**config.mk**
```make
export PLATFORM = sky130hd
export DESIGN_NAME = partner_ability
export DESIGN_NICKNAME = d
export VERILOG_FILES = /design/src/design/partner_ability_pkg.sv /design/src/design/partner_ability.sv
export VERILOG_INCLUDE_DIRS = /design/src /design/src/design
export SDC_FILE = /design/constraint.sdc
export NUM_CORES = 1
export LEC_CHECK = 0
export CAP_MARGIN = 20
export CORE_AREA = 2 2 44 46
export CTS_BUF_LIST = sky130_fd_sc_hd__clkbuf_8
export DETAILED_ROUTE_END_ITERATION = 12
export DIE_AREA = 0 0 46 48
export DONT_BUFFER_PORTS = 1
export HOLD_SLACK_MARGIN = 0.15
export SLEW_MARGIN = 10
export SYNTH_ARGS = -nofsm -noshare
export SYNTH_HDL_FRONTEND = slang
export SYNTH_SLANG_ARGS = --single-unit
```
**constraint.sdc**
```tcl
create_clock -name clk -period 1.7 [get_ports clk]
set_input_delay 0.34 -clock clk [delete_from_list [all_inputs] [get_ports clk]]
set_output_delay 0.34 -clock clk [all_outputs]
set_load 0.01 [all_outputs]
```
**src/design/partner_ability_cfg.svh**
```systemverilog
// Offsets, field positions and fixed values of the emulated partner ability word.
`ifndef PARTNER_ABILITY_CFG_SVH
`define PARTNER_ABILITY_CFG_SVH

`define LPA_BYTE_OFFSET   12'h01d4
`define LPA_INDEX         5'h05
`define LPA_ADDR_W        12
`define LPA_DATA_W        32
`define LPA_SER_W         16

`define LPA_NEXT_PAGE_BIT 15
`define LPA_ACK_BIT       14
`define LPA_RFAULT_BIT    13
`define LPA_RSVD12_BIT    12
`define LPA_ASYM_BIT      11
`define LPA_SYM_BIT       10
`define LPA_T4_BIT        9
`define LPA_SPD_HI        8
`define LPA_SPD_LO        5
`define LPA_SEL_HI        4
`define LPA_SEL_LO        0

`define ADV_ASYM_BIT      11
`define ADV_SYM_BIT       10

`define LPA_NEXT_PAGE_VAL 1'b0
`define LPA_ACK_VAL       1'b1
`define LPA_RFAULT_VAL    1'b0
`define LPA_T4_VAL        1'b0
`define LPA_SEL_IEEE      5'h01

`define LPA_SPD_10_FULL   4'h2
`define LPA_SPD_100_FULL  4'h8
`define LPA_SPD_10_HALF   4'h1
`define LPA_SPD_100_HALF  4'h4
`define LPA_SPD_NONE      4'h0

`define LPA_ZERO32        32'h0000_0000

`endif

```
**src/design/partner_ability_pkg.sv**
```systemverilog
// Types shared by the emulated partner ability logic.
package partner_ability_pkg;

  typedef struct packed {
    logic        en;
    logic        serial;
    logic [11:0] addr;
  } rd_req_type;

  typedef struct packed {
    logic        en;
    logic        serial;
    logic [11:0] addr;
    logic [31:0] data;
  } wr_req_type;

  typedef struct packed {
    logic speed;
    logic duplex_pol;
  } strap_type;

endpackage

```
**src/design/partner_ability.sv**
```systemverilog
// Emulated link partner base page ability word with its register read port.
`timescale 1ns/1ns
`include "partner_ability_cfg.svh"

module partner_ability
  import partner_ability_pkg::*;
(
  input  wire logic        clk,
  input  wire logic        rst,
  input  wire rd_req_type  rd_req,
  input  wire wr_req_type  wr_req,
  input  wire logic [15:0] vphy_advert_reg,
  input  wire logic        an_fail,
  input  wire logic        duplex_pin,
  input  wire logic        speed_strap_pin,
  input  wire logic        duplex_pol_strap_pin,
  output logic [31:0]      rd_data_q,
  output logic             rd_valid_q
);

  // Returns true when a read or write request addresses the ability word.
  function automatic logic addr_hit(input logic serial, input logic [11:0] addr);
    if (serial) begin
      addr_hit = (addr == {7'h00, `LPA_INDEX});
    end else begin
      addr_hit = (addr == `LPA_BYTE_OFFSET);
    end
  endfunction

  // Two-stage synchronisers for the pins; the first stage feeds only the second.
  logic      duplex_meta_q;
  logic      duplex_sync_q;
  strap_type strap_meta_q;
  strap_type strap_sync_q;

  always_ff @(posedge clk) begin
    duplex_meta_q <= duplex_pin;
    duplex_sync_q <= duplex_meta_q;
    strap_meta_q  <= '{speed: speed_strap_pin, duplex_pol: duplex_pol_strap_pin};
    strap_sync_q  <= strap_meta_q;
  end

  // Strap capture on the first edge after reset release.
  logic      rst_seen_q;
  logic      rst_seen_d;
  strap_type strap_q;
  strap_type strap_d;

  always_comb begin
    rst_seen_d = 1'b0;
    strap_d    = strap_q;
    if (rst_seen_q) begin
      strap_d = strap_sync_q;
    end
  end

  always_ff @(posedge clk) begin
    if (rst) begin
      rst_seen_q <= 1'b1;
      strap_q    <= '{speed: 1'b0, duplex_pol: 1'b0};
    end else begin
      rst_seen_q <= rst_seen_d;
      strap_q    <= strap_d;
    end
  end

  // The ability word is rebuilt every cycle from present inputs, the synchronised duplex pin and the latched straps.
  logic [31:0] word;
  logic        adv_sym;
  logic        adv_asym;
  logic [3:0]  speed_bits;

  always_comb begin
    adv_sym  = vphy_advert_reg[`ADV_SYM_BIT];
    adv_asym = vphy_advert_reg[`ADV_ASYM_BIT];
    if (an_fail) begin
      speed_bits = `LPA_SPD_NONE;
    end else if (duplex_sync_q == strap_q.duplex_pol) begin
      speed_bits = strap_q.speed ? `LPA_SPD_100_FULL : `LPA_SPD_10_FULL;
    end else begin
      speed_bits = strap_q.speed ? `LPA_SPD_100_HALF : `LPA_SPD_10_HALF;
    end
    word                                = `LPA_ZERO32;
    word[`LPA_NEXT_PAGE_BIT]            = `LPA_NEXT_PAGE_VAL;
    word[`LPA_ACK_BIT]                  = `LPA_ACK_VAL;
    word[`LPA_RFAULT_BIT]               = `LPA_RFAULT_VAL;
    word[`LPA_SYM_BIT]                  = adv_sym ^ adv_asym;
    word[`LPA_ASYM_BIT]                 = adv_asym;
    word[`LPA_T4_BIT]                   = `LPA_T4_VAL;
    word[`LPA_SPD_HI:`LPA_SPD_LO]       = speed_bits;
    word[`LPA_SEL_HI:`LPA_SEL_LO]       = `LPA_SEL_IEEE;
  end

  // Read port: data one cycle after the request; unmapped reads return zero.
  // Write requests are accepted and dropped, so they never alter the word.
  logic [31:0] rd_data_d;
  logic        rd_valid_d;

  always_comb begin
    rd_valid_d = rd_req.en;
    rd_data_d  = `LPA_ZERO32;
    if (rd_req.en && addr_hit(rd_req.serial, rd_req.addr)) begin
      rd_data_d = rd_req.serial ? {16'h0000, word[15:0]} : word;
    end
  end

  always_ff @(posedge clk) begin
    if (rst) begin
      rd_data_q  <= `LPA_ZERO32;
      rd_valid_q <= 1'b0;
    end else begin
      rd_data_q  <= rd_data_d;
      rd_valid_q <= rd_valid_d;
    end
  end
endmodule // partner_ability

```
; Word-level counts from Yosys, hierarchy flattened
; Index checks and enable logic that the tools add are counted.
[classes]
n_eq_ne = 3
mux = 7
n_bitwise = 2
n_reduce_logical = 3
[ops]
columns = op, count
row1 = $mux W15, 1
row2 = $eq A12 B3 Y1 const B, 1
row3 = $eq A12 B9 Y1 const B, 1
row4 = $mux W4, 3
row5 = $mux W3, 1
row6 = $reduce_or A3 Y1, 1
row7 = $mux W1, 2
row8 = $reduce_or A2 Y1, 1
row9 = $eq A1 B1 Y1, 1
row10 = $logic_and A1 B1 Y1, 1
row11 = $not A1 Y1, 1
row12 = $xor A1 B1 Y1, 1
[totals]
regBits = 42
input_bits = 82
out_inout_bits = 33
elab_cells = 28

; Longest topological paths before layout
; Gate-level depths: netlist (run 1).
[logic_depth]
depth_word = 5
depth_mapped = 3
mapped_depth_nobuf = 3

; Least setup slack after synthesis (run 1)
; OpenSTA, ideal clock, no wires.
[synth_timing]
path_type = input to register
from = in rd_req[0] (netlist bit)
to = reg rd_data_q[10]
arrival_time_ns = 0.966
required_time_ns = 1.612
path_slack_ns = 0.646
path_stages = 3
path_buffers = 0
cell_sequence = nand4bb_1 -> a2bb2oi_2 -> nor4_2
[synth_between]
elab_chain_cells = 5
[synth_lines]
columns = item, line_no
row1 = start: declaration, partner_ability.sv:10  ; input wire rd_req_type rd_req,
row2 = $eq A12 B9 Y1 (no source line) or $eq A12 B3 Y1 (tied branches), -
row3 = $mux W1 (*), partner_ability.sv:23  ; if (serial) begin
row4 = $logic_and A1 B1 Y1 (*), partner_ability.sv:102  ; if (rd_req.en && addr_hit(rd_req.serial, rd_req.addr)) begin
row5 = $not A1 Y1 (no source line) (*), -
row6 = $reduce_or A2 Y1 (no source line) (*), -
row7 = end signal: assignment, partner_ability.sv:109  ; rd_data_q <= `LPA_ZERO32;
row8 = end signal: assignment, partner_ability.sv:112  ; rd_data_q <= rd_data_d;
row9 = end: declaration, partner_ability.sv:17  ; output logic [31:0] rd_data_q,
; Every way passes the cells marked *; elsewhere a longest branch is shown, timed or not.
; A chain may end at the register's enable or synchronous reset.

; Worst setup path after layout (run 1)
[layout_timing]
from = reg rd_data_q[0]
to = out rd_data_q[0]
; No word-level cell between the ends.

==> summary.txt, run 1 <==
Clock tree
  • CTS hold repair buffers: 4
  • H-Tree Depth: 1
  • CTS clk-pin slew, worst paths: 60 ps
  • CTS buffer count: 3
  • Bufs on Longest Clock Path: 2
  • Post_cts resized: 0
  • Worst-skew pair later-pin latency: 240 ps
  • Clk Tree Root Cell: clkbuf_8
  • CTS tree: built
  • # Post-CTS Setup Buffers: 0
  • CTS Sinks: 17

Die
  • Initial core utilization: 44.1%
  • Core Area: 0.00169 sq mm
  • Die area: 0.00221 sq mm
  • Std-Cell Rows: 15
  • Horiz. Die Dim: 46 microns
  • Die height: 48 microns
  • Ports: 115

STA
  • RSZ-0062 raised after global routing: false
  • Fmax achieved: 0.994 GHz
  • Slew Limit Fails: 0
  • Hold Fails Final Rpt: 0
  • Max Clock Skew: 0.287 ps
  • Final setup viols: 0
  • Tmin final: 1010 ps
  • Setup_tns: 0 ps
  • Tcrit/Tclk final: 59.2%

Layout
  • Fin nets: 165
  • Share of cells above drive strength 1: 7.32%
  • Most frequent cells in the layout: conb_1, dfxtp_1, nor3_1
  • Area growth, synth to finish: 2.02%
  • Ant diodes: 0
  • Most common library cell in the layout ignoring fill and taps: conb_1

Setup path
  • CP Max Fanout: 2
  • Crit. End Element: output port
  • CP Data Arrival Time: 670 ps
  • R2r endpoint: rd_data_q[6]$_SDFF_PP0_
  • Crit path kind: flop to output port
  • Data required, critical path: 1360 ps
  • Worst R2R Start: strap_q[0]$_SDFFE_PP0P_
  • Critical Path Start Type: flop
  • R2R cell count: 3
  • Reg-to-reg setup timing slack: 820 ps

Power
  • Pleak: 0.322 nW
  • Pwr dens: 997 mW/mm^2
  • Max VDD drop: 0.602 mV
  • Final Power: 0.757 mW

Synth
  • Synthesized cell area: 744 sq um
  • Synth unique cells: 17
  • Sequential fraction of the synthesis area: 45.7%
  • Largest cells by area after synthesis: dfxtp_1, buf_4, nor3_1, mux2i_1, nand3_1
  • Share of the synthesized area in the top cell type: 45.7%
  • Post-synthesis instance total: 75
  • Largest area contributor in the synthesized netlist: dfxtp_1
  • Warnings from Yosys: 0
  • Mean Syn Cell Area: 9.93 sq um
  • Synth Register Bits: 17

Drt
  • Residual DRC: 0
  • 1st-iter DRT viols: 5
  • ANT nets after route: 0
  • Vias: 422
  • DRT Pass-1 Iters: 4
  • Final wirelength: 910 microns
  • WL/cell: 9.19 microns
  • Number of vias per cell: 4.26

Min path
  • Worst Hold Class: input pin to flop
  • Hold EP: strap_q[0]$_SDFFE_PP0P_
  • Hold Startpoint: rst
  • Hold Path Depth: 1

Flow run
  • Maxcap violations: 0

Placed design
  • Port Buffer Count: 0
  • GP Congestion: 0.696
  • Hpwl dp: 742 microns

Global route
  • Pin count of the biggest net entering global routing: 10
  • Initial antenna violation count: 0
  • GRT Util Overall: 8.42%
  • Global-route wire length before repair: 1260 microns
  • Vias in the first global route: 317
  • Total congestion overflow: 0

Run status
  • Status: finished clean
## cells in the mapped netlist
master / instances
xor2_1: 1
nor2b_1: 2
nand4bb_1: 1
and4bb_1: 1
nor2_1: 5
nor4_2: 1
nor4_1: 1
nor3_1: 6
conb_1: 1
nand2_1: 4
a2bb2oi_2: 1
xnor2_1: 2
nor3b_2: 1
dfxtp_1: 17
nand3_1: 4
buf_4: 25
mux2i_1: 2
## report_power, final
| part | switching, mW | internal, mW | leakage (nW) | total [mW] |
|---|---|---|---|---|
| clock network | 0.119 | 0.160 | 0.0269 | 0.279 |
| logic | 0.0373 | 0.0228 | 0.154 | 0.0601 |
| registers | 0.00672 | 0.412 | 0.140 | 0.418 |
## how the worst max path moves through the flow
stage,start,endpoint,slack [ps],cells after the start
floorplan,rd_req[0],rd_data_q[10]$_SDFF_PP0_,650,3
global placement,rd_req[1],rd_data_q[10]$_SDFF_PP0_,570,3
detailed placement,rd_req[1],rd_data_q[10]$_SDFF_PP0_,550,3
CTS,rd_data_q[0]$_SDFF_PP0_,rd_data_q[0],680,0
global route,rd_data_q[0]$_SDFF_PP0_,rd_data_q[0],650,0
finish,rd_data_q[0]$_SDFF_PP0_,rd_data_q[0],690,0
## logic make-up (layout without fill, tap and decap cells)
logic type	count (synthesis)	after routing	share of synthesized area, %
AND/OR/NAND/NOR	26	26	20.3
other	1	24	0.504
flip-flops	17	17	45.7
AO/OA/AOI/OAI	1	1	2.02
multiplexers	2	2	2.69
XOR/XNOR	3	3	3.53
buffers and inverters	25	9	25.2
## routing by layer
metal / global-route usage [%] / share of wire (%) / vias up / routed length, microns
met1: 7.67 / 34 / 177 / 312
met5: 0 / 0 / - / 0
met4: 4.00 / 0 / 0 / 0
li1: - / - / 215 / -
met3: 6.79 / 15 / 0 / 135
met2: 13.6 / 51 / 30 / 462
## final cells by class
class,instances,area [sq um]
sequential,17,340
tap,17,21.3
fill,167,930
timing repair buffer,5,50.0
multi-input combinational,56,303
clock buffer,3,41.3
clock inverter,1,3.75
## flip-flops by register name, indices dropped and copies added (netlist names)
| name | cells |
|---|---|
| duplex_meta_q | 1 |
| strap_sync_q | 2 |
| rd_data_q | 7 |
| strap_q | 2 |
| rd_valid_q | 1 |
| rst_seen_q | 1 |
| duplex_sync_q | 1 |
| strap_meta_q | 2 |
## through the flow
stage               area, sq um  setup WS [ps]  cells  util [%]  hold slack, ps
detailed placement          664            549     90      39.3             313
floorplan                   831            646     98         -             310
global placement            664            566     90      39.3             312
finish                      759            694     99      45.0             159
CTS                         749            683     98      44.4             152
global route                759            653     99      45.0             153
Power figures use the tool's default switching activity.
==> inputs of run 2 (changes only) <==
--- a/config.mk
+++ b/config.mk
@@ -6,6 +6,7 @@
 export SDC_FILE = /design/constraint.sdc
 export NUM_CORES = 1
 export LEC_CHECK = 0
+export ABC_AREA = 1
 export CAP_MARGIN = 20
 export CORE_AREA = 2 2 44 46
 export CTS_BUF_LIST = sky130_fd_sc_hd__clkbuf_8
==> constraint.sdc (replaced) <==
create_clock -name clk -period 1 [get_ports clk]
set_input_delay 0.2 -clock clk [delete_from_list [all_inputs] [get_ports clk]]
set_output_delay 0.2 -clock clk [all_outputs]
set_load 0.01 [all_outputs]
==> run 2 against run 1 <==
Effect of this change: sequential power up 70%; count of clock-buffer cells in the layout unchanged; sequential share of layout area down 0.87 points; worst hold slack better by 22 ps; total power up 71%; register-to-register slack worse by 660 ps; largest cell class unchanged; synthesized cell count up 13%.
==> summary.txt, run 2 <==
Run status
  • Status: finished clean

Placed design
  • Setup WS pre-CTS: 99.5 ps (-449 ps)
  • Port Buffer Count: 0 (unchanged)
  • Placed inst area: 659 sq um (-0.75%)
  • GP Congestion: 0.623 (-11%)
  • Hpwl dp: 759 microns (+2.3%)

Synth
  • Top cells by count, synth: buf_4, dfxtp_1, nor2_1
  • Synthesized cell area: 739 sq um (-0.67%)
  • Largest area contributor in the synthesized netlist: dfxtp_1
  • Synth Register Bits: 17 (unchanged)
  • Most common cell in the netlist: buf_4
  • Post-synthesis instance total: 85 (+13%)
  • Largest cells by area after synthesis: dfxtp_1, buf_4, nor2_1, inv_1, nand2_1
  • Sequential fraction of the synthesis area: 46.0% (+0.31 points)
  • Share of the synthesized area in the top cell type: 46.0% (+0.31 points)
  • Warnings from Yosys: 0 (unchanged)
  • Synth async-reset ratio: 0% (unchanged)
  • Synth unique cells: 15 (-2)
  • Mean Syn Cell Area: 8.70 sq um (-12%)
  • Post-synth EDFFs: 0 (unchanged)
  • Synth Flop Type: dfxtp_1

Setup path
  • R2r endpoint: rd_data_q[7]$_SDFF_PP0_
  • Worst Setup SP: rd_data_q[0]$_SDFF_PP0_
  • Worst Setup EP: rd_data_q[0]
  • R2R cell count: 4 (+1)
  • CP Data Arrival Time: 670 ps (about the same)
  • Critical Path Start Type: flop
  • Crit path kind: flop to output port
  • Data required, critical path: 800 ps (-560 ps)
  • Reg-to-reg setup timing slack: 160 ps (-660 ps)
  • Crit. End Element: output port
  • CP Max Fanout: 2 (unchanged)
  • Critical path depth: 0 (unchanged)
  • Worst R2R Start: strap_q[0]$_SDFFE_PP0P_

Clock tree
  • CTS clk-pin slew, worst paths: 60 ps (about the same)
  • CTS buffer count: 3 (unchanged)
  • Post_cts resized: 0 (unchanged)
  • Worst-skew pair later-pin latency: 240 ps (about the same)
  • CTS hold repair buffers: 7 (+3)
  • H-Tree Depth: 1 (unchanged)
  • CTS tree: built
  • CTS Sinks: 17 (unchanged)
  • # Post-CTS Setup Buffers: 0 (unchanged)
  • Clk Tree Root Cell: clkbuf_8
  • Bufs on Longest Clock Path: 2 (unchanged)

Layout
  • Share of cells above drive strength 1: 8.51% (+1.2 points)
  • Largest register FFs: 7 (unchanged)
  • Most frequent cells in the layout: conb_1, dfxtp_1, inv_1, nor2_1, nand2_1
  • FILL cells: 167 (unchanged)
  • Most common library cell in the layout ignoring fill and taps: conb_1
  • Ant diodes: 0 (unchanged)
  • Most flop-heavy register: rd_data_q
  • Area growth, synth to finish: 4.74%
  • Fin nets: 177 (+7.3%)
  • Area of all placed cells without fillers: 774 sq um (+2.0%)

Die
  • Std-Cell Rows: 15 (unchanged)
  • Initial core utilization: 43.8% (-0.30 points)
  • Die area: 0.00221 sq mm (unchanged)
  • Core Area: 0.00169 sq mm (unchanged)
  • Die height: 48 microns (unchanged)
  • Ports: 115 (unchanged)
  • Horiz. Die Dim: 46 microns (unchanged)

Drt
  • WL/cell: 9.06 microns (-1.4%)
  • Residual DRC: 0 (unchanged)
  • Vias: 433 (+2.6%)
  • Final wirelength: 1010 microns (+11%)
  • DRT Pass-1 Iters: 1 (-3)
  • Number of vias per cell: 3.90 (-8.5%)
  • 1st-iter DRT viols: 0 (-5)
  • ANT nets after route: 0 (unchanged)

Power
  • Pleak: 0.387 nW (+20%)
  • Max VDD drop: 1.06 mV (+77%)
  • Final Power: 1.30 mW (+71%)
  • Pwr dens: 1680 mW/mm^2 (+68%)

STA
  • Worst hold margin: 182 ps (+22.5 ps)
  • Hold Fails Final Rpt: 0 (unchanged)
  • Setup WS post-layout: 134 ps (-560 ps)
  • Fmax achieved: 1.15 GHz
  • Slew Limit Fails: 0 (unchanged)
  • Final setup viols: 0 (unchanged)
  • Tmin final: 866 ps
  • Tcrit/Tclk final: 86.6%
  • RSZ-0062 raised after global routing: false
  • Setup_tns: 0 ps (unchanged)
  • Max Clock Skew: 2.51 ps (+2.23 ps)

Min path
  • Hold Path Depth: 3 (+2)
  • Worst Hold Class: input pin to flop

Flow run
  • Maxcap violations: 0 (unchanged)

Global route
  • Pin count of the biggest net entering global routing: 10 (unchanged)
  • Total congestion overflow: 0 (unchanged)
  • Vias in the first global route: 357 (+13%)
  • Global-route wire length before repair: 1410 microns (+12%)
  • GRT Util Overall: 9.55% (+1.1 points)
  • Initial antenna violation count: 0 (unchanged)
run 2: cell count changes in the layout (fill, tap and decap cells not counted), sizes merged, moves of 4 or more:
cell,change
nand2,+4
nor2,+8
nor3,-6
inv,+10
run 2: through the flow:
stage | cells | util (%)
after floorplan | 108 | -
after global placement | 100 | 39.0
after detailed placement | 100 | 39.0
after CTS | 111 | 45.9
after global routing | 111 | 45.9
final | 111 | 45.9
run 2: cells by family (layout without fill, tap and decap cells):
family / after synthesis / after routing / synth area share (%)
AO/OA/AOI/OAI: 3 / 3 / 3.21
XOR/XNOR: 2 / 2 / 2.37
buffers and inverters: 35 / 21 / 30.5
flip-flops: 17 / 17 / 46.0
other: 1 / 24 / 0.507
AND/OR/NAND/NOR: 27 / 27 / 17.4
run 2: worst min-delay path by stage:
stage	end	start
after global routing	rd_data_q[6]$_SDFF_PP0_	an_fail
final	rd_data_q[5]$_SDFF_PP0_	an_fail
after floorplan	duplex_meta_q$_DFF_P_	duplex_pin
after global placement	strap_meta_q[0]$_DFF_P_	duplex_pol_strap_pin
after CTS	rd_data_q[5]$_SDFF_PP0_	an_fail
after detailed placement	strap_meta_q[1]$_DFF_P_	speed_strap_pin
run 2: cell type report:
type                            instances  area (sq um)  share of cell area, %
Clock inverter                          1          3.75                  0.485
Inverter                               10          37.5                   4.85
Tap cell                               17          21.3                   2.75
Multi-Input combinational cell         56           260                   33.6
Clock buffer                            3          41.3                   5.33
Sequential cell                        17           340                   43.9
Timing Repair Buffer                    7          70.1                   9.05
run 2: report_power, final:
group          total (mW)  internal [mW]  switching, mW  leakage (nW)
sequential          0.709          0.700        0.00949         0.140
combinational       0.116         0.0406         0.0753         0.220
clock               0.472          0.271          0.201        0.0269
run 2: layer usage:
metal	vias to the layer above	track usage [%]	wire [microns]
li1	223	-	-
met1	181	8.70	383
met2	29	17.2	522
met3	0	6.04	100
met4	0	3.43	0
met5	-	0	0
